## src/core/gpsc_consts.svh

```systemverilog
/*
 * Register map, field positions and reset values of the pin routing,
 * status report and switching-ramp control group.
 * Assumes a register engine that presents byte address and byte data.
 */
`ifndef GPSC_CONSTS_SVH
`define GPSC_CONSTS_SVH

// ****************************************************************
// register offsets
// ****************************************************************
`define GPSC_ADDR_ROUTE     8'h64
`define GPSC_ADDR_LEVELS    8'h65
`define GPSC_ADDR_INVERT    8'h66
`define GPSC_ADDR_SILICON   8'h67
`define GPSC_ADDR_POWER     8'h68
`define GPSC_ADDR_MUTE      8'h69
`define GPSC_ADDR_PHASE     8'h6a
`define GPSC_ADDR_SPREAD    8'h6b

// ****************************************************************
// field positions and reset values
// ****************************************************************
`define GPSC_SYNC_SEL_LSB   4
`define GPSC_RST_SEL_LSB    2
`define GPSC_THIRD_SEL_LSB  0
`define GPSC_PHASE_OFS_LSB  2
`define GPSC_SYNC_SRC_BIT   1
`define GPSC_SYNC_EN_BIT    0
`define GPSC_RANDOM_EN_BIT  1
`define GPSC_TRI_EN_BIT     0
`define GPSC_RESET_BYTE     8'h00
`define GPSC_RESET_3B       3'h0

// ****************************************************************
// ramp timing
// ****************************************************************
`define GPSC_RAMP_DIV       264
`define GPSC_PHASE_STEPS    8

`endif

```

## src/core/gpsc_pkg.sv

```systemverilog
/*
 * Types shared by the pin routing and ramp control group.
 * Assumes nothing beyond a SystemVerilog compiler.
 */
package gpsc_pkg;

    typedef enum logic [1:0]
    {
        GPSC_ROUTE_NONE = 2'h0,
        GPSC_ROUTE_PIN0 = 2'h1,
        GPSC_ROUTE_PIN1 = 2'h2,
        GPSC_ROUTE_PIN2 = 2'h3
    } gpsc_route_t;

    typedef enum logic [1:0]
    {
        GPSC_PWR_DEEP_SLEEP = 2'h0,
        GPSC_PWR_SLEEP      = 2'h1,
        GPSC_PWR_HIZ        = 2'h2,
        GPSC_PWR_PLAY       = 2'h3
    } gpsc_power_t;

endpackage

```

## src/core/gpsc_top.sv

```systemverilog
/*
 * Pin routing, pin output drive, status reports and switching-ramp
 * phase and spread control registers.
 * Assumes a register engine on the core clock that presents a byte
 * address with one-cycle read and write strobes; status inputs come
 * from logic on the same clock.
 */
`timescale 1ns/10ps
`include "gpsc_consts.svh"
module gpsc_top #(
    parameter logic [7:0] SILICON_ID = 8'h5a,   // arbitrary value
    parameter int         RAMP_DIV   = `GPSC_RAMP_DIV
) (
    input  wire logic       core_clk_in,        // core clock
    input  wire logic       sys_rst_in,         // sync reset
    input  wire logic [7:0] reg_addr_in,        // register offset
    input  wire logic       reg_wr_in,          // write strobe
    input  wire logic       reg_rd_in,          // read strobe
    input  wire logic [7:0] reg_wdata_in,       // write data
    output logic      [7:0] reg_rdata_out,      // read data
    input  wire logic [2:0] gp_pin_in,          // pin input levels
    output logic      [2:0] gp_pin_out,         // pin drive levels
    output logic      [2:0] gp_pin_oe_out,      // pin drive enables
    input  wire logic [2:0] pin_direction_in,   // 1 output, 0 input
    input  wire logic [1:0] power_state_code_in, // power state
    input  wire logic       left_auto_muted_in,  // left muted
    input  wire logic       right_auto_muted_in, // right muted
    input  wire logic       internal_sync_in,   // internal sync pulse
    input  wire logic [2:0] random_spread_range_in, // range code
    input  wire logic       fsw_576_in,         // 1 = 576k switching
    output logic            sync_input_out,     // routed sync input
    output logic            reset_input_out,    // routed reset input
    output logic            third_input_out,    // routed third input
    output logic            ramp_clk_out,       // phased ramp clock
    output logic            random_spread_enable_out,   // random ss
    output logic            triangle_spread_enable_out, // triangle ss
    output logic [2:0]      random_spread_range_out,    // range used
    output logic            random_range_ok_out // range code legal
);

    // ****************************************************************
    // registers
    // ****************************************************************
    gpsc_pkg::gpsc_route_t sync_input_pin_select_r;
    gpsc_pkg::gpsc_route_t reset_input_pin_select_r;
    gpsc_pkg::gpsc_route_t third_input_pin_select_r;
    logic [2:0] pin_output_levels_r;
    logic [2:0] pin_output_invert_bits_r;
    logic [1:0] switching_phase_offset_r;
    logic       phase_sync_source_r;
    logic       phase_sync_enable_r;
    logic       random_spread_enable_r;
    logic       triangle_spread_enable_r;
    logic [2:0] pin_level;
    logic       sync_pin_prev_r;
    logic       sync_pulse;
    logic [7:0] rd_mux;

    initial
    begin
        if (RAMP_DIV % `GPSC_PHASE_STEPS != 0)
            $error("gpsc_top: RAMP_DIV must be a multiple of 8");
    end

    always_ff @(posedge core_clk_in)
    begin
        if (sys_rst_in)
        begin
            sync_input_pin_select_r  <= gpsc_pkg::GPSC_ROUTE_NONE;
            reset_input_pin_select_r <= gpsc_pkg::GPSC_ROUTE_NONE;
            third_input_pin_select_r <= gpsc_pkg::GPSC_ROUTE_NONE;
        end
        else if (reg_wr_in && reg_addr_in == `GPSC_ADDR_ROUTE)
        begin
            sync_input_pin_select_r <= gpsc_pkg::gpsc_route_t'(
                reg_wdata_in[`GPSC_SYNC_SEL_LSB+1 -: 2]);
            reset_input_pin_select_r <= gpsc_pkg::gpsc_route_t'(
                reg_wdata_in[`GPSC_RST_SEL_LSB+1 -: 2]);
            third_input_pin_select_r <= gpsc_pkg::gpsc_route_t'(
                reg_wdata_in[`GPSC_THIRD_SEL_LSB+1 -: 2]);
        end
    end

    always_ff @(posedge core_clk_in)
    begin
        if (sys_rst_in)
            pin_output_levels_r <= `GPSC_RESET_3B;
        else if (reg_wr_in && reg_addr_in == `GPSC_ADDR_LEVELS)
            pin_output_levels_r <= reg_wdata_in[2:0];
    end

    always_ff @(posedge core_clk_in)
    begin
        if (sys_rst_in)
            pin_output_invert_bits_r <= `GPSC_RESET_3B;
        else if (reg_wr_in && reg_addr_in == `GPSC_ADDR_INVERT)
            pin_output_invert_bits_r <= reg_wdata_in[2:0];
    end

    // phase takes effect at once; staging it before play is up to
    // the host, so a change mid-play shifts the ramp audibly
    always_ff @(posedge core_clk_in)
    begin
        if (sys_rst_in)
        begin
            switching_phase_offset_r <= 2'h0;
            phase_sync_source_r      <= 1'b0;
            phase_sync_enable_r      <= 1'b0;
        end
        else if (reg_wr_in && reg_addr_in == `GPSC_ADDR_PHASE)
        begin
            switching_phase_offset_r <=
                reg_wdata_in[`GPSC_PHASE_OFS_LSB+1 -: 2];
            phase_sync_source_r <= reg_wdata_in[`GPSC_SYNC_SRC_BIT];
            phase_sync_enable_r <= reg_wdata_in[`GPSC_SYNC_EN_BIT];
        end
    end

    always_ff @(posedge core_clk_in)
    begin
        if (sys_rst_in)
        begin
            random_spread_enable_r   <= 1'b0;
            triangle_spread_enable_r <= 1'b0;
        end
        else if (reg_wr_in && reg_addr_in == `GPSC_ADDR_SPREAD)
        begin
            random_spread_enable_r <=
                reg_wdata_in[`GPSC_RANDOM_EN_BIT];
            triangle_spread_enable_r <=
                reg_wdata_in[`GPSC_TRI_EN_BIT];
        end
    end

    // ****************************************************************
    // read port
    // ****************************************************************
    always_comb
    begin
        case (reg_addr_in)
            `GPSC_ADDR_ROUTE:   rd_mux = {2'h0, sync_input_pin_select_r,
                                          reset_input_pin_select_r,
                                          third_input_pin_select_r};
            `GPSC_ADDR_LEVELS:  rd_mux = {5'h0, pin_output_levels_r};
            `GPSC_ADDR_INVERT:  rd_mux = {5'h0, pin_output_invert_bits_r};
            `GPSC_ADDR_SILICON: rd_mux = SILICON_ID;
            `GPSC_ADDR_POWER:   rd_mux = {6'h0, power_state_code_in};
            `GPSC_ADDR_MUTE:    rd_mux = {6'h0, right_auto_muted_in,
                                          left_auto_muted_in};
            `GPSC_ADDR_PHASE:   rd_mux = {4'h0, switching_phase_offset_r,
                                          phase_sync_source_r,
                                          phase_sync_enable_r};
            `GPSC_ADDR_SPREAD:  rd_mux = {6'h0, random_spread_enable_r,
                                          triangle_spread_enable_r};
            default:            rd_mux = `GPSC_RESET_BYTE;
        endcase
    end

    // status is sampled at the read strobe, not held from an older one
    always_ff @(posedge core_clk_in)
    begin
        if (sys_rst_in)
            reg_rdata_out <= `GPSC_RESET_BYTE;
        else if (reg_rd_in)
            reg_rdata_out <= rd_mux;
    end

    // ****************************************************************
    // pins
    // ****************************************************************
    gpsc_pin_sync #(
        .WIDTH      (3)
    ) u_pin_sync (
        .core_clk_in(core_clk_in),
        .sys_rst_in (sys_rst_in),
        .pin_in     (gp_pin_in),
        .level_out  (pin_level)
    );

    function automatic logic route_pick(
        input gpsc_pkg::gpsc_route_t sel,
        input logic [2:0]            lvl
    );
        case (sel)
            gpsc_pkg::GPSC_ROUTE_PIN0: route_pick = lvl[0];
            gpsc_pkg::GPSC_ROUTE_PIN1: route_pick = lvl[1];
            gpsc_pkg::GPSC_ROUTE_PIN2: route_pick = lvl[2];
            default:                   route_pick = 1'b0;
        endcase
    endfunction

    // an output-configured pin still feeds its own level back
    always_ff @(posedge core_clk_in)
    begin
        if (sys_rst_in)
        begin
            sync_input_out  <= 1'b0;
            reset_input_out <= 1'b0;
            third_input_out <= 1'b0;
        end
        else
        begin
            sync_input_out  <= route_pick(sync_input_pin_select_r,
                                          pin_level);
            reset_input_out <= route_pick(reset_input_pin_select_r,
                                          pin_level);
            third_input_out <= route_pick(third_input_pin_select_r,
                                          pin_level);
        end
    end

    always_ff @(posedge core_clk_in)
    begin
        if (sys_rst_in)
        begin
            gp_pin_out    <= 3'h0;
            gp_pin_oe_out <= 3'h0;
        end
        else
        begin
            gp_pin_out    <= pin_output_levels_r
                           ^ pin_output_invert_bits_r;
            gp_pin_oe_out <= pin_direction_in;
        end
    end

    // ****************************************************************
    // ramp sync and spread
    // ****************************************************************
    always_ff @(posedge core_clk_in)
    begin
        if (sys_rst_in)
            sync_pin_prev_r <= 1'b0;
        else
            sync_pin_prev_r <= sync_input_out;
    end

    assign sync_pulse = phase_sync_enable_r
        & (phase_sync_source_r ? internal_sync_in
                               : (sync_input_out & ~sync_pin_prev_r));

    gpsc_ramp_phase #(
        .DIV            (RAMP_DIV)
    ) u_ramp (
        .core_clk_in    (core_clk_in),
        .sys_rst_in     (sys_rst_in),
        .phase_in       (switching_phase_offset_r),
        .sync_pulse_in  (sync_pulse),
        .ramp_clk_out   (ramp_clk_out)
    );

    always_ff @(posedge core_clk_in)
    begin
        if (sys_rst_in)
        begin
            random_spread_enable_out   <= 1'b0;
            triangle_spread_enable_out <= 1'b0;
            random_spread_range_out    <= 3'h0;
            random_range_ok_out        <= 1'b0;
        end
        else
        begin
            random_spread_enable_out   <= random_spread_enable_r;
            triangle_spread_enable_out <= triangle_spread_enable_r;
            random_spread_range_out    <= random_spread_range_in;
            case (random_spread_range_in)
                3'h0, 3'h2, 3'h3, 3'h4: random_range_ok_out <= 1'b1;
                3'h5:    random_range_ok_out <= ~fsw_576_in;
                default: random_range_ok_out <= 1'b0;
            endcase
        end
    end
endmodule

```

## src/core/gpsc_pin_sync.sv

```systemverilog
/*
 * Three-stage synchroniser for the general-purpose pin inputs.
 * Assumes asynchronous pin levels; a change is accepted once the
 * second and third stages agree.
 */
`timescale 1ns/10ps
module gpsc_pin_sync #(
    parameter int WIDTH = 3
) (
    input  wire logic             core_clk_in,  // core clock
    input  wire logic             sys_rst_in,   // sync reset
    input  wire logic [WIDTH-1:0] pin_in,       // raw pin levels
    output logic      [WIDTH-1:0] level_out     // accepted levels
);

    logic [WIDTH-1:0] meta_r;
    logic [WIDTH-1:0] s2_r;
    logic [WIDTH-1:0] s3_r;

    initial
    begin
        if (WIDTH < 1)
            $error("gpsc_pin_sync: WIDTH must be at least one");
    end

    always_ff @(posedge core_clk_in)
    begin
        if (sys_rst_in)
        begin
            meta_r <= '0;
            s2_r   <= '0;
            s3_r   <= '0;
        end
        else
        begin
            meta_r <= pin_in;
            s2_r   <= meta_r;
            s3_r   <= s2_r;
        end
    end

    // per bit: filters a one-cycle glitch that slips past stage two
    for (genvar i = 0; i < WIDTH; i++)
    begin : g_accept
        always_ff @(posedge core_clk_in)
        begin
            if (sys_rst_in)
                level_out[i] <= 1'b0;
            else if (s2_r[i] == s3_r[i])
                level_out[i] <= s3_r[i];
        end
    end

endmodule

```

## src/core/gpsc_ramp_phase.sv

```systemverilog
/*
 * Switching-ramp clock with selectable phase offset and restart.
 * Assumes the sync pulse is one core cycle wide and already gated
 * by the enable and source selection.
 */
`timescale 1ns/10ps
`include "gpsc_consts.svh"
module gpsc_ramp_phase #(
    parameter int DIV = `GPSC_RAMP_DIV
) (
    input  wire logic       core_clk_in,    // core clock
    input  wire logic       sys_rst_in,     // sync reset
    input  wire logic [1:0] phase_in,       // offset code
    input  wire logic       sync_pulse_in,  // restart request
    output logic            ramp_clk_out    // phased ramp clock
);

    localparam int W = $clog2(DIV) + 1;
    localparam int STEPS = `GPSC_PHASE_STEPS;
    localparam logic [W-1:0] STEP  = W'(DIV / STEPS);
    localparam logic [W-1:0] LAST  = W'(DIV - 1);
    localparam logic [W-1:0] HALF  = W'(DIV / 2);
    localparam logic [W-1:0] DIVW  = W'(DIV);

    logic [W-1:0] cnt_r;
    logic [W-1:0] ofs;
    logic [W:0]   sum;
    logic [W-1:0] shifted;
    logic [W-1:0] rise_pt;

    initial
    begin
        if (DIV < 16 || (DIV % STEPS) != 0)
            $error("gpsc_ramp_phase: DIV must be a multiple of 8, >= 16");
    end

    always_ff @(posedge core_clk_in)
    begin
        if (sys_rst_in)
            cnt_r <= '0;
        else if (sync_pulse_in)
            cnt_r <= '0;
        else if (cnt_r == LAST)
            cnt_r <= '0;
        else
            cnt_r <= cnt_r + W'(1);
    end

    // 45 degrees is one eighth of the period
    always_comb
    begin
        ofs = W'(STEP * W'(phase_in));
        sum = {1'b0, cnt_r} + {1'b0, ofs};
        if (sum >= {1'b0, DIVW})
            shifted = W'(sum - {1'b0, DIVW});
        else
            shifted = sum[W-1:0];
        rise_pt = (ofs == '0) ? LAST : W'(DIVW - ofs - W'(1));
    end

    always_ff @(posedge core_clk_in)
    begin
        if (sys_rst_in)
            ramp_clk_out <= 1'b0;
        else
            ramp_clk_out <= (shifted < HALF);
    end
endmodule

```

## config.mk

```make
export PLATFORM = sky130hd
export DESIGN_NAME = gpsc_top
export DESIGN_NICKNAME = d
export VERILOG_FILES = /design/src/core/gpsc_pkg.sv /design/src/core/gpsc_top.sv /design/src/core/gpsc_pin_sync.sv /design/src/core/gpsc_ramp_phase.sv
export VERILOG_INCLUDE_DIRS = /design/src /design/src/core
export SDC_FILE = /design/constraint.sdc
export NUM_CORES = 1
export LEC_CHECK = 0
export BUFFER_PORTS_ARGS = -buffer_cell sky130_fd_sc_hd__buf_2
export CORE_ASPECT_RATIO = 2
export CORE_MARGIN = 2
export CORE_UTILIZATION = 55
export CTS_BUF_LIST = sky130_fd_sc_hd__clkbuf_16
export CTS_CLUSTER_DIAMETER = 200
export DETAILED_ROUTE_END_ITERATION = 10
export PLACE_DENSITY_LB_ADDON = 0.3
export SLEW_MARGIN = 0
export SYNTH_ARGS = -nofsm -noshare
export SYNTH_HDL_FRONTEND = slang
export SYNTH_HIERARCHICAL = 1
export SYNTH_SLANG_ARGS = --single-unit
```

## constraint.sdc

```tcl
create_clock -name core_clk_in -period 3.3 [get_ports core_clk_in]
set_clock_uncertainty 0.15 [all_clocks]
set_input_delay 0.165 -clock core_clk_in [delete_from_list [all_inputs] [get_ports core_clk_in]]
set_output_delay 0.165 -clock core_clk_in [all_outputs]
set_load 0.02 [all_outputs]
```

==> results.md, run 1 <==
* Initial core utilization at 56.01%
* Clock buffer depth at 2
* Syn-to-layout area delta at 22.37%
* Comb pwr share at ~5.6%
* Max cap viols at 0
* Critical Path Sink Type: flip-flop
* Yosys cell types at 61
* Post-DP HPWL at 4.706 mm
* Register share of total power at 39.7%
* PortBufs at 55
* Sequential share of the synthesized area at between 40% and 50%
* Met3 Use GR at 4.784%
* Ys async rst share at 0%
* Net Count, Synth at 373
* First-pass GRT wire length at roughly 12 mm
* RSZ-0062 raised after global routing: false
* Clock-pin transition on the worst setup and hold timing paths at 50 ps
* Final Hold Fails at 0
* PnR Total Power at 1.999 mW
* # diodes at 0
* Startpoint types: flip-flop
* Worst reg-to-reg path cell count at 10
* Clk pwr share at 54.6%
* Num rows at 39
* Synth Flop Type: dfxtp_1
* GR Util All Layers at 23.40%
* Synth top area share at 40.76%
* IO Count at 59
* PwrDens at 519.8 nW/um^2
* Worst slew pin tran at 725.8 ps
* Number of synthesized register bits at 64
* Slew HR at 51.08%
* GRT met1 Usage at 26.72%
* DIE WIDTH at roughly 57 um
* Max H-tree Level at 3
* EDFF count, synth at 0
* F_max at approximately 330 MHz
* Internal power at 1.583 mW
* Total CTS buffers at 9
* Dpl cells at ~420
* Worst VDD drop at 540.5 uV
* Clk root buf: clkbuf_16
* Period utilization at 92.74%
* GPL Wtd Cong at roughly 0.84
* Initial antenna violation count at 0
* FILL cells at 441
* CP Max Fanout at 6
* Core area at 5612 um^2
* HP Class: input port to flip-flop
* Largest net degree at the start of global routing at 41
* Overflow after GRT at 0
* Clock Latency Late Sink at 330 ps
* Setup total negative slack at 0 ps
* Switch Pwr at 415.7 uW
* Via density at 5.788
* Clock Sinks at 64
* Cell taking the most area after synthesis: dfxtp_1
* Mean routed wirelength per cell at about 16 um
* Avg Cell Area, Syn at 9.612 um^2
* Hold depth at 3
* Max-slew violation count at 0
* Busiest grt layer: met2
* Fin crit period at 3060 ps
* Vias at 2622
* M2 GR Usage at 40.76%
* NumNets Final at around 430
* Final hold slack at 30.92 ps
* WP data arrival at 3150 ps
* CTS tree: built
* Die height at 110.9 um
* Mapped cell area at 3143 um^2
* Final wirelength at between 7 and 8 mm
* Most frequent cells after synthesis: dfxtp_1 (64), nor2_1 (43), mux2i_1 (20)
* DRC Markers at 0
* Mapped Cells at between 300 and 400
* Critical path type: flip-flop to flip-flop
* Synthesis warning total at 6
* Final Setup Violations at 0
* Die Area at 6372 um^2
* Status: finished clean
* Sw frac at 20.79%
* Vias in the first global route at 2527
* Most common cell in the netlist: dfxtp_1
* Critical Path RT at 3390 ps
* Layout cell share with drive strength beyond 1 at 25.26%
* 1st-iter DRT viols at 122
* Dominant cells by area after synthesis: dfxtp_1 (41%), mux2i_1 (6.4%), nor2_1 (5.1%)
* DR pass1 iterations at 4
* Finished Layout Cells at around 450
* Leak pwr at 1.681 nW
* Post-route ant nets at 0
[routing by layer]
metal | vias up | routed length (um)
li1 | 1281 | -
met1 | 1244 | 2803
met5 | - | 0
met4 | 0 | 207
met3 | 20 | 301
met2 | 77 | 3794
[registers in the layout (all words and copies together) (netlist names), 2 cells and up]
name,cells
gp_pin_oe_out,3
gp_pin_out,3
pin_output_invert_bits_r,3
pin_output_levels_r,3
random_spread_range_out,3
reg_rdata_out,7
reset_input_pin_select_r,2
switching_phase_offset_r,2
sync_input_pin_select_r,2
third_input_pin_select_r,2
u_pin_sync/level_out,3
u_pin_sync/meta_r,3
u_pin_sync/s2_r,3
u_pin_sync/s3_r,3
u_ramp/cnt_r,10
[cells in the final DEF, fill, tap and decap left out, drive strengths merged, types with 7 or more instances in the layout]
| cell type | instances |
|---|---|
| nand3 | 11 |
| mux2i | 20 |
| nand2 | 15 |
| dlygate4sd3 | 14 |
| clkbuf | 9 |
| xnor2 | 13 |
| a21oi | 13 |
| inv | 9 |
| nor2 | 43 |
| o21ai | 7 |
| nor2b | 20 |
| ha | 10 |
| dfxtp | 64 |
| buf | 56 |
[critical path: stages, from the launching register on]
cell       delay [ps]
dfxtp_1           400
ha_1              270
ha_1              240
fa_2              410
xnor2_1           220
ha_1              210
o21a_1            240
nor2b_1            80
a2111oi_2         350
o31ai_1           150
a221oi_2          240
[metrics by stage]
stage	area [um^2]	setup slack [ps]	utilization, %
floorplan	3143	471.5	-
global placement	3353	340.6	59.75
detailed placement	3353	190.9	59.75
CTS	3844	138.3	68.49
global route	3846	103.2	68.54
finish	3846	239.7	68.54
[power by group through the flow]
stage,Combinational (mW),Sequential (mW),Clock [mW]
global placement,0.0938,0.810,0
CTS,0.111,0.794,1.11
detailed placement,0.0962,0.811,0
global route,0.122,0.796,1.15
finish,0.112,0.795,1.09
floorplan,0.0561,0.817,0
[final timing paths]
kind,start,to,slack [ps]
setup / recovery,switching_phase_offset_r[1]$_SDFFE_PP0P_,u_ramp/ramp_clk_out$_SDFF_PP0_,240
hold / removal,reg_wdata_in[0],pin_output_invert_bits_r[0]$_SDFFE_PP0P_,30
setup reg to reg,switching_phase_offset_r[1]$_SDFFE_PP0P_,u_ramp/ramp_clk_out$_SDFF_PP0_,240
hold reg to reg,u_pin_sync/meta_r[2]$_SDFF_PP0_,u_pin_sync/s2_r[2]$_SDFF_PP0_,300
[kinds of logic after synthesis]
logic type / share of synthesized area (%)
adder cells (fa/ha/maj): 4.618
XOR/XNOR: 5.295
buffers and inverters: 5.454
flip-flops: 40.76
AND/OR/NAND/NOR: 22.01
multiplexers: 8.161
AO/OA/AOI/OAI: 13.57
other: 0.1193
[repair_timing]
item                                   4_1_cts  5_1_grt
endpoints found under the hold margin       16        0
hold buffers                                14        0
gates resized for setup                      0        1
setup endpoints to repair                    0        1
buffers inserted                             0        0
[cell type report]
type,instances,area (um^2),area share (%)
repair buffers,70,422.9,11.00
inverters,6,22.52,0.5856
well taps,61,76.32,1.984
multi-input cells,236,1693,44.01
flip-flops and latches,64,1281,33.31
clock inverters,7,125.1,3.253
clock buffers,9,225.2,5.856
Note: power is estimated with default switching activity, not from simulation.
==> run 2: changes to the inputs <==
--- a/config.mk
+++ b/config.mk
@@ -14,6 +14,7 @@
 export CTS_CLUSTER_DIAMETER = 200
 export DETAILED_ROUTE_END_ITERATION = 10
 export PLACE_DENSITY_LB_ADDON = 0.3
+export SETUP_SLACK_MARGIN = 0.5
 export SLEW_MARGIN = 0
 export SYNTH_ARGS = -nofsm -noshare
 export SYNTH_HDL_FRONTEND = slang
==> results.md, run 2 (synthesis gave the netlist of run 1 again) <==
* Status: finished clean
* CTS tree: built
* Layout cell share with drive strength beyond 1 at 30.40% (+5.1 points)
* Slew HR at 25.17% (-26 points)
* Clock-pin transition on the worst setup and hold timing paths at 50 ps (about the same)
* GR Util All Layers at 24.02% (+0.62 points)
* Final wirelength at 7.265 mm (+2.2%)
* Most frequent cells in the layout: dfxtp_1 (62), buf_2 (55), nor2_1 (43), mux2i_1 (20), nand2_1 (15)
* GPL Wtd Cong at 0.8982 (+7.5%)
* PortBufs at 55 (unchanged)
* Most common cell after layout, fill and taps aside: dfxtp_1
* Critical Path Sink Type: flip-flop
* Overflow after GRT at 0 (unchanged)
* Vias in the first global route at 2550 (+0.91%)
* Setup total negative slack at 0 ps (unchanged)
* Hold depth at 3 (unchanged)
* DRC Markers at 0 (unchanged)
* First-pass GRT wire length at 11.96 mm (+2.3%)
* Final worst-path setup slack at 578.2 ps (+338.5 ps)
* Initial core utilization at 56.01% (unchanged)
* Final Hold Fails at 0 (unchanged)
* Dpl cells at 422 (-0.24%)
* Final Setup Violations at 0 (unchanged)
* 1st-iter DRT viols at 111 (-9.0%)
* Clock Latency Late Sink at 330 ps (about the same)
* RSZ-0062 raised after global routing: false
* CP Max Fanout at 5 (-1)
* Post-DP HPWL at 4.813 mm (+2.3%)
* Total CTS buffers at 9 (unchanged)
* Worst reg-to-reg path cell count at 9 (-1)
* Final hold slack at 21.23 ps (-9.693 ps)
* DP Worst Slack at 294.9 ps (+104.0 ps)
* Num rows at 39 (unchanged)
* Die Area at 6372 um^2 (unchanged)
* Max-slew violation count at 0 (unchanged)
* PwrDens at 473.3 nW/um^2 (-8.9%)
* HP Class: input port to flip-flop
* FF-to-FF Start: u_ramp/cnt_r[1]$_SDFF_PP0_
* Startpoint types: flip-flop
* Largest net degree at the start of global routing at 61 (+49%)
* Design Area, Final at 3931 um^2 (+2.2%)
* DIE WIDTH at 57.46 um (unchanged)
* Leak pwr at 1.709 nW (+1.7%)
* Worst VDD drop at 465.0 uV (-14%)
* Clk root buf: clkbuf_16
* Fin util at 70.06% (+1.5 points)
* Max H-tree Level at 3 (unchanged)
* Hold endpoint: random_spread_enable_r$_SDFFE_PP0P_
* Most flop-heavy register: u_ramp/cnt_r
* Largest regs: u_ramp/cnt_r: 10 flops, reg_rdata_out: 7 flops
* Critical path type: flip-flop to flip-flop
* Worst slew pin tran at 1122 ps (+396.6 ps)
* Number of flip-flops in the largest register at 10 (unchanged)
* Mean routed wirelength per cell at 15.83 um (+0.89%)
* # diodes at 0 (unchanged)
* Hold path startpoint: reg_wdata_in[1]
* Clock buffer depth at 2 (unchanged)
* Vias at 2626 (+0.15%)
* Setup slack, reg-to-reg at 580 ps (+340 ps)
* Syn-to-layout area delta at 25.08%
* DR pass1 iterations at 4 (unchanged)
* Fin crit period at 2722 ps (-338.5 ps)
* PnR Total Power at 1.861 mW (-6.9%)
* Die height at 110.9 um (unchanged)
* WP data arrival at 2810 ps (-340 ps)
* IO Count at 59 (unchanged)
* DP Area at 3348 um^2 (-0.15%)
* F_max at 367.4 MHz (+12%)
* Period utilization at 82.48% (-10 points)
* Finished Layout Cells at 459 (+1.3%)
* Max cap viols at 0 (unchanged)
* Clock Sinks at 64 (unchanged)
* Core area at 5612 um^2 (unchanged)
* NumNets Final at 439 (+1.4%)
* Via density at 5.721 (-1.2%)
* Post-route ant nets at 0 (unchanged)
* R2R Path End: u_ramp/ramp_clk_out$_SDFF_PP0_
* Initial antenna violation count at 0 (unchanged)
* Critical Path RT at 3390 ps (about the same)
[run 2: what timing repair did]
item	CTS	global route
hold buffers	14	0
pin swaps	4	6
endpoints found under the setup margin	1	1
gates resized for setup	9	9
cloned	0	0
hold endpoints to repair	16	0
buffers inserted	6	1
[run 2: final cells by class]
cell class | count | area [um^2]
Clock buffer | 9 | 225.2
Multi-Input combinational cell | 236 | 1778
Timing Repair Buffer | 76 | 467.9
Clock inverter | 7 | 77.57
Sequential cell | 64 | 1284
Inverter | 6 | 22.52
Tap cell | 61 | 76.32
Fill cell | 418 | 1680
[run 2: worst max-delay path: stages, from the launching register on]
cell and delay (ps):
dfxtp_1 380, ha_1 260, ha_2 200, fa_2 390, and4_4 250, a21oi_4 160
xor2_1 100, a2111oi_2 380, o31ai_2 130, a221oi_2 230
[run 2: how the worst max path moves through the flow]
| stage | cells past startpoint | endpoint | slack, ps | start |
|---|---|---|---|---|
| final | 9 | u_ramp/ramp_clk_out$_SDFF_PP0_ | 580 | u_ramp/cnt_r[1]$_SDFF_PP0_ |
| after floorplan | 10 | u_ramp/ramp_clk_out$_SDFF_PP0_ | 550 | switching_phase_offset_r[1]$_SDFFE_PP0P_ |
| after detailed placement | 10 | u_ramp/ramp_clk_out$_SDFF_PP0_ | 290 | switching_phase_offset_r[1]$_SDFFE_PP0P_ |
| after global routing | 10 | u_ramp/ramp_clk_out$_SDFF_PP0_ | 460 | switching_phase_offset_r[1]$_SDFFE_PP0P_ |
| after CTS | 10 | u_ramp/ramp_clk_out$_SDFF_PP0_ | 510 | switching_phase_offset_r[1]$_SDFFE_PP0P_ |
| after global placement | 10 | u_ramp/ramp_clk_out$_SDFF_PP0_ | 430 | switching_phase_offset_r[1]$_SDFFE_PP0P_ |
[run 2: per-layer routing]
layer	routed length [um]	up-vias	share of wire, %	GRT usage (%)
li1	-	1287	-	-
met1	2910	1253	40	28.41
met2	3877	67	53	40.15
met3	292	19	4.0	4.901
met4	184	0	2.5	11.47
met5	0	-	0	0
[run 2: power by group]
part | leakage, nW | internal [mW] | switching [mW]
Combinational | 1.04 | 0.0511 | 0.0607
Clock | 0.147 | 0.591 | 0.363
Sequential | 0.521 | 0.786 | 0.00794
Total | 1.71 | 1.43 | 0.432
==> run 3: changes to the inputs <==
--- a/config.mk
+++ b/config.mk
@@ -9,7 +9,7 @@
 export BUFFER_PORTS_ARGS = -buffer_cell sky130_fd_sc_hd__buf_2
 export CORE_ASPECT_RATIO = 2
 export CORE_MARGIN = 2
-export CORE_UTILIZATION = 55
+export CORE_UTILIZATION = 50
 export CTS_BUF_LIST = sky130_fd_sc_hd__clkbuf_16
 export CTS_CLUSTER_DIAMETER = 200
 export DETAILED_ROUTE_END_ITERATION = 10
==> constraint.sdc (replaced) <==
create_clock -name core_clk_in -period 2.32 [get_ports core_clk_in]
set_clock_uncertainty 0.15 [all_clocks]
set_input_delay 0.116 -clock core_clk_in [delete_from_list [all_inputs] [get_ports core_clk_in]]
set_output_delay 0.116 -clock core_clk_in [all_outputs]
set_load 0.02 [all_outputs]
==> results.md, run 3 (synthesis gave the netlist of run 1 again) <==
* Final worst-path setup slack at -268.7 ps (-846.9 ps)
* Critical path type: flip-flop to flip-flop
* F_max at 386.3 MHz (+5.1%)
* CP Cell Sequence: ha_4 > ha_4 > fa_2 > xnor2_2 > ha_2 > o21a_1 > buf_4 > a211oi_1 > o31ai_1 > a221oi_2
* Slowest CP cell: fa_2
* # diodes at 0 (unchanged)
* Number of flip-flops in the largest register at 10 (unchanged)
* DP Area at 3652 um^2 (+9.1%)
* DRC Markers at 0 (unchanged)
* Failing checks: setup timing
* FILL cells at 477 (+14%)
* GR Util All Layers at 24.67% (+0.66 points)
* Largest regs: u_ramp/cnt_r: 10 flops, reg_rdata_out: 7 flops
* Worst slew pin tran at 522.6 ps (-599.8 ps)
* Status: complete, but fails checks
* Critical Path Sink Type: flip-flop
* Mean routed wirelength per cell at 15.17 um (-4.2%)
* IO Count at 59 (unchanged)
* Die height at 116.1 um (+4.7%)
* Critical Path RT at 2420 ps (-970 ps)
* CP Max Fanout at 6 (+1)
* Critical Path Max Stage Delay at 420 ps (+30 ps)
* Crit path top cell by count: ha_4
* Clock buffer depth at 2 (unchanged)
* Clk pwr share at 53.6% (+2.3 points)
* Clock Sinks at 64 (unchanged)
* Multi-input logic area at 1782 um^2 (+0.21%)
* Seq. cell area at 1287 um^2 (+0.29%)
* PortBufs at 55 (unchanged)
* Clock-pin transition on the worst setup and hold timing paths at 50 ps (about the same)
* Final hold slack at 34.95 ps (+13.72 ps)
* Sw frac at 20.37% (-2.8 points)
* Final Hold Fails at 0 (unchanged)
* Final Setup Violations at 1 (+1)
* Register share of total power at 40.0% (-2.7 points)
* DIE WIDTH at 60.06 um (+4.5%)
* 1st-iter DRT viols at 91 (-18%)
* Setup total negative slack at -268.7 ps (-268.7 ps)
* Layout cell share with drive strength beyond 1 at 33.33% (+2.9 points)
* Max-slew violation count at 0 (unchanged)
* Final wirelength at 7.736 mm (+6.5%)
* Max cap viols at 0 (unchanged)
* Slew HR at 65.09% (+40 points)
* Worst VDD drop at 557.2 uV (+20%)
* DR pass1 iterations at 5 (+1)
* Die Area at 6974 um^2 (+9.5%)
* NumNets Final at 467 (+6.4%)
* PwrDens at 666.4 nW/um^2 (+41%)
* Design Area, Final at 4235 um^2 (+7.7%)
* Post-DP HPWL at 5.539 mm (+15%)
* Fin crit period at 2589 ps (-133.1 ps)
* Startpoint types: flip-flop
* Vias at 2712 (+3.3%)
* Most frequent cells in the layout: dfxtp_1 (61), buf_2 (55), nor2_1 (42), buf_4 (30), mux2i_1 (20)
* Post-route ant nets at 0 (unchanged)
* Most common cell after layout, fill and taps aside: dfxtp_1
* Syn-to-layout area delta at 34.75%
* Initial antenna violation count at 0 (unchanged)
* Internal power at 2.248 mW (+57%)
* Clk root buf: clkbuf_16
* Vias in the first global route at 2820 (+11%)
* Num rows at 40 (+2.6%)
* WP data arrival at 2690 ps (-120 ps)
* Comb pwr share at 6.4% (+0.4 points)
* Most flop-heavy register: u_ramp/cnt_r
* PnR Total Power at 2.823 mW (+52%)
* Via density at 5.318 (-7.1%)
* Overflow after GRT at 0 (unchanged)
* HP Class: input port to flip-flop
* Switch Pwr at 575.0 uW (+33%)
* First-pass GRT wire length at 12.56 mm (+5.0%)
* Largest net degree at the start of global routing at 43 (-30%)
* Initial core utilization at 51.90% (-4.1 points)
* GPL Wtd Cong at 0.8873 (-1.2%)
* Total CTS buffers at 9 (unchanged)
* CTS tree: built
* RSZ-0062 raised after global routing: true
* Max H-tree Level at 3 (unchanged)
* Core area at 6056 um^2 (+7.9%)
* Period utilization at 111.6% (+29 points)
* Clock Latency Late Sink at 330 ps (about the same)
* Leak pwr at 1.865 nW (+9.1%)
[run 3: per-stage QoR]
step                util (%)  std cells  worst slack [ps]
floorplan                  -        327            -172.0
global route           69.94        510            -409.1
finish                 69.94        510            -268.7
CTS                    69.81        509            -242.8
global placement       60.31        473            -221.4
detailed placement     60.31        473            -281.6
[run 3: timing repair]
item | CTS | global route
cloned | 0 | 0
gates resized for setup | 9 | 0
endpoints found under the setup margin | 9 | 9
buffers inserted | 3 | 1
hold endpoints to repair | 30 | 0
pin swaps | 9 | 5
hold buffers | 17 | 0
[run 3: worst max-delay path, delay by kind of cell, from the launching register on]
family / cells / cell delay (ps)
fa+ha+maj: 4 / 970
flops: 1 / 360
xor+xnor: 1 / 170
buf+inv: 1 / 140
compound gates: 4 / 710
[run 3: layer usage]
| layer | share of wire [%] | up-vias | routed length (um) | GRT usage [%] |
|---|---|---|---|---|
| li1 | - | 1343 | - | - |
| met1 | 35 | 1265 | 2730 | 23.68 |
| met2 | 55 | 68 | 4283 | 43.19 |
| met3 | 3.2 | 36 | 249 | 6.866 |
| met4 | 6.1 | 0 | 472 | 17.33 |
| met5 | 0 | - | 0 | 0 |
[run 3: path summary, 6_finish.rpt]
path                                                               start                                     to  slack (ps)  cells past startpoint
worst max register to register  switching_phase_offset_r[1]$_SDFFE_PP0P_         u_ramp/ramp_clk_out$_SDFF_PP0_        -270                     10
worst min register to register           u_pin_sync/meta_r[1]$_SDFF_PP0_          u_pin_sync/s2_r[1]$_SDFF_PP0_         290                      1
worst min-delay path                                          sys_rst_in  random_spread_range_out[2]$_SDFF_PP0_          30                      2
worst max-delay path            switching_phase_offset_r[1]$_SDFFE_PP0P_         u_ramp/ramp_clk_out$_SDFF_PP0_        -270                     10
[run 3: area by class of cell]
class	instances	share of cell area (%)
timing repair buffer	104	16.57
tap	84	2.482
multi-input combinational	236	42.07
clock inverter	7	2.629
inverter	6	0.5318
clock buffer	9	5.318
sequential	64	30.40
[run 3: power groups by stage]
stage               clock, mW  combinational, mW  sequential [mW]
CTS                      1.54              0.180             1.13
global route             1.59              0.198             1.13
finish                   1.51              0.182             1.13
detailed placement          0              0.153             1.15
floorplan                   0             0.0823             1.16
global placement            0              0.151             1.15
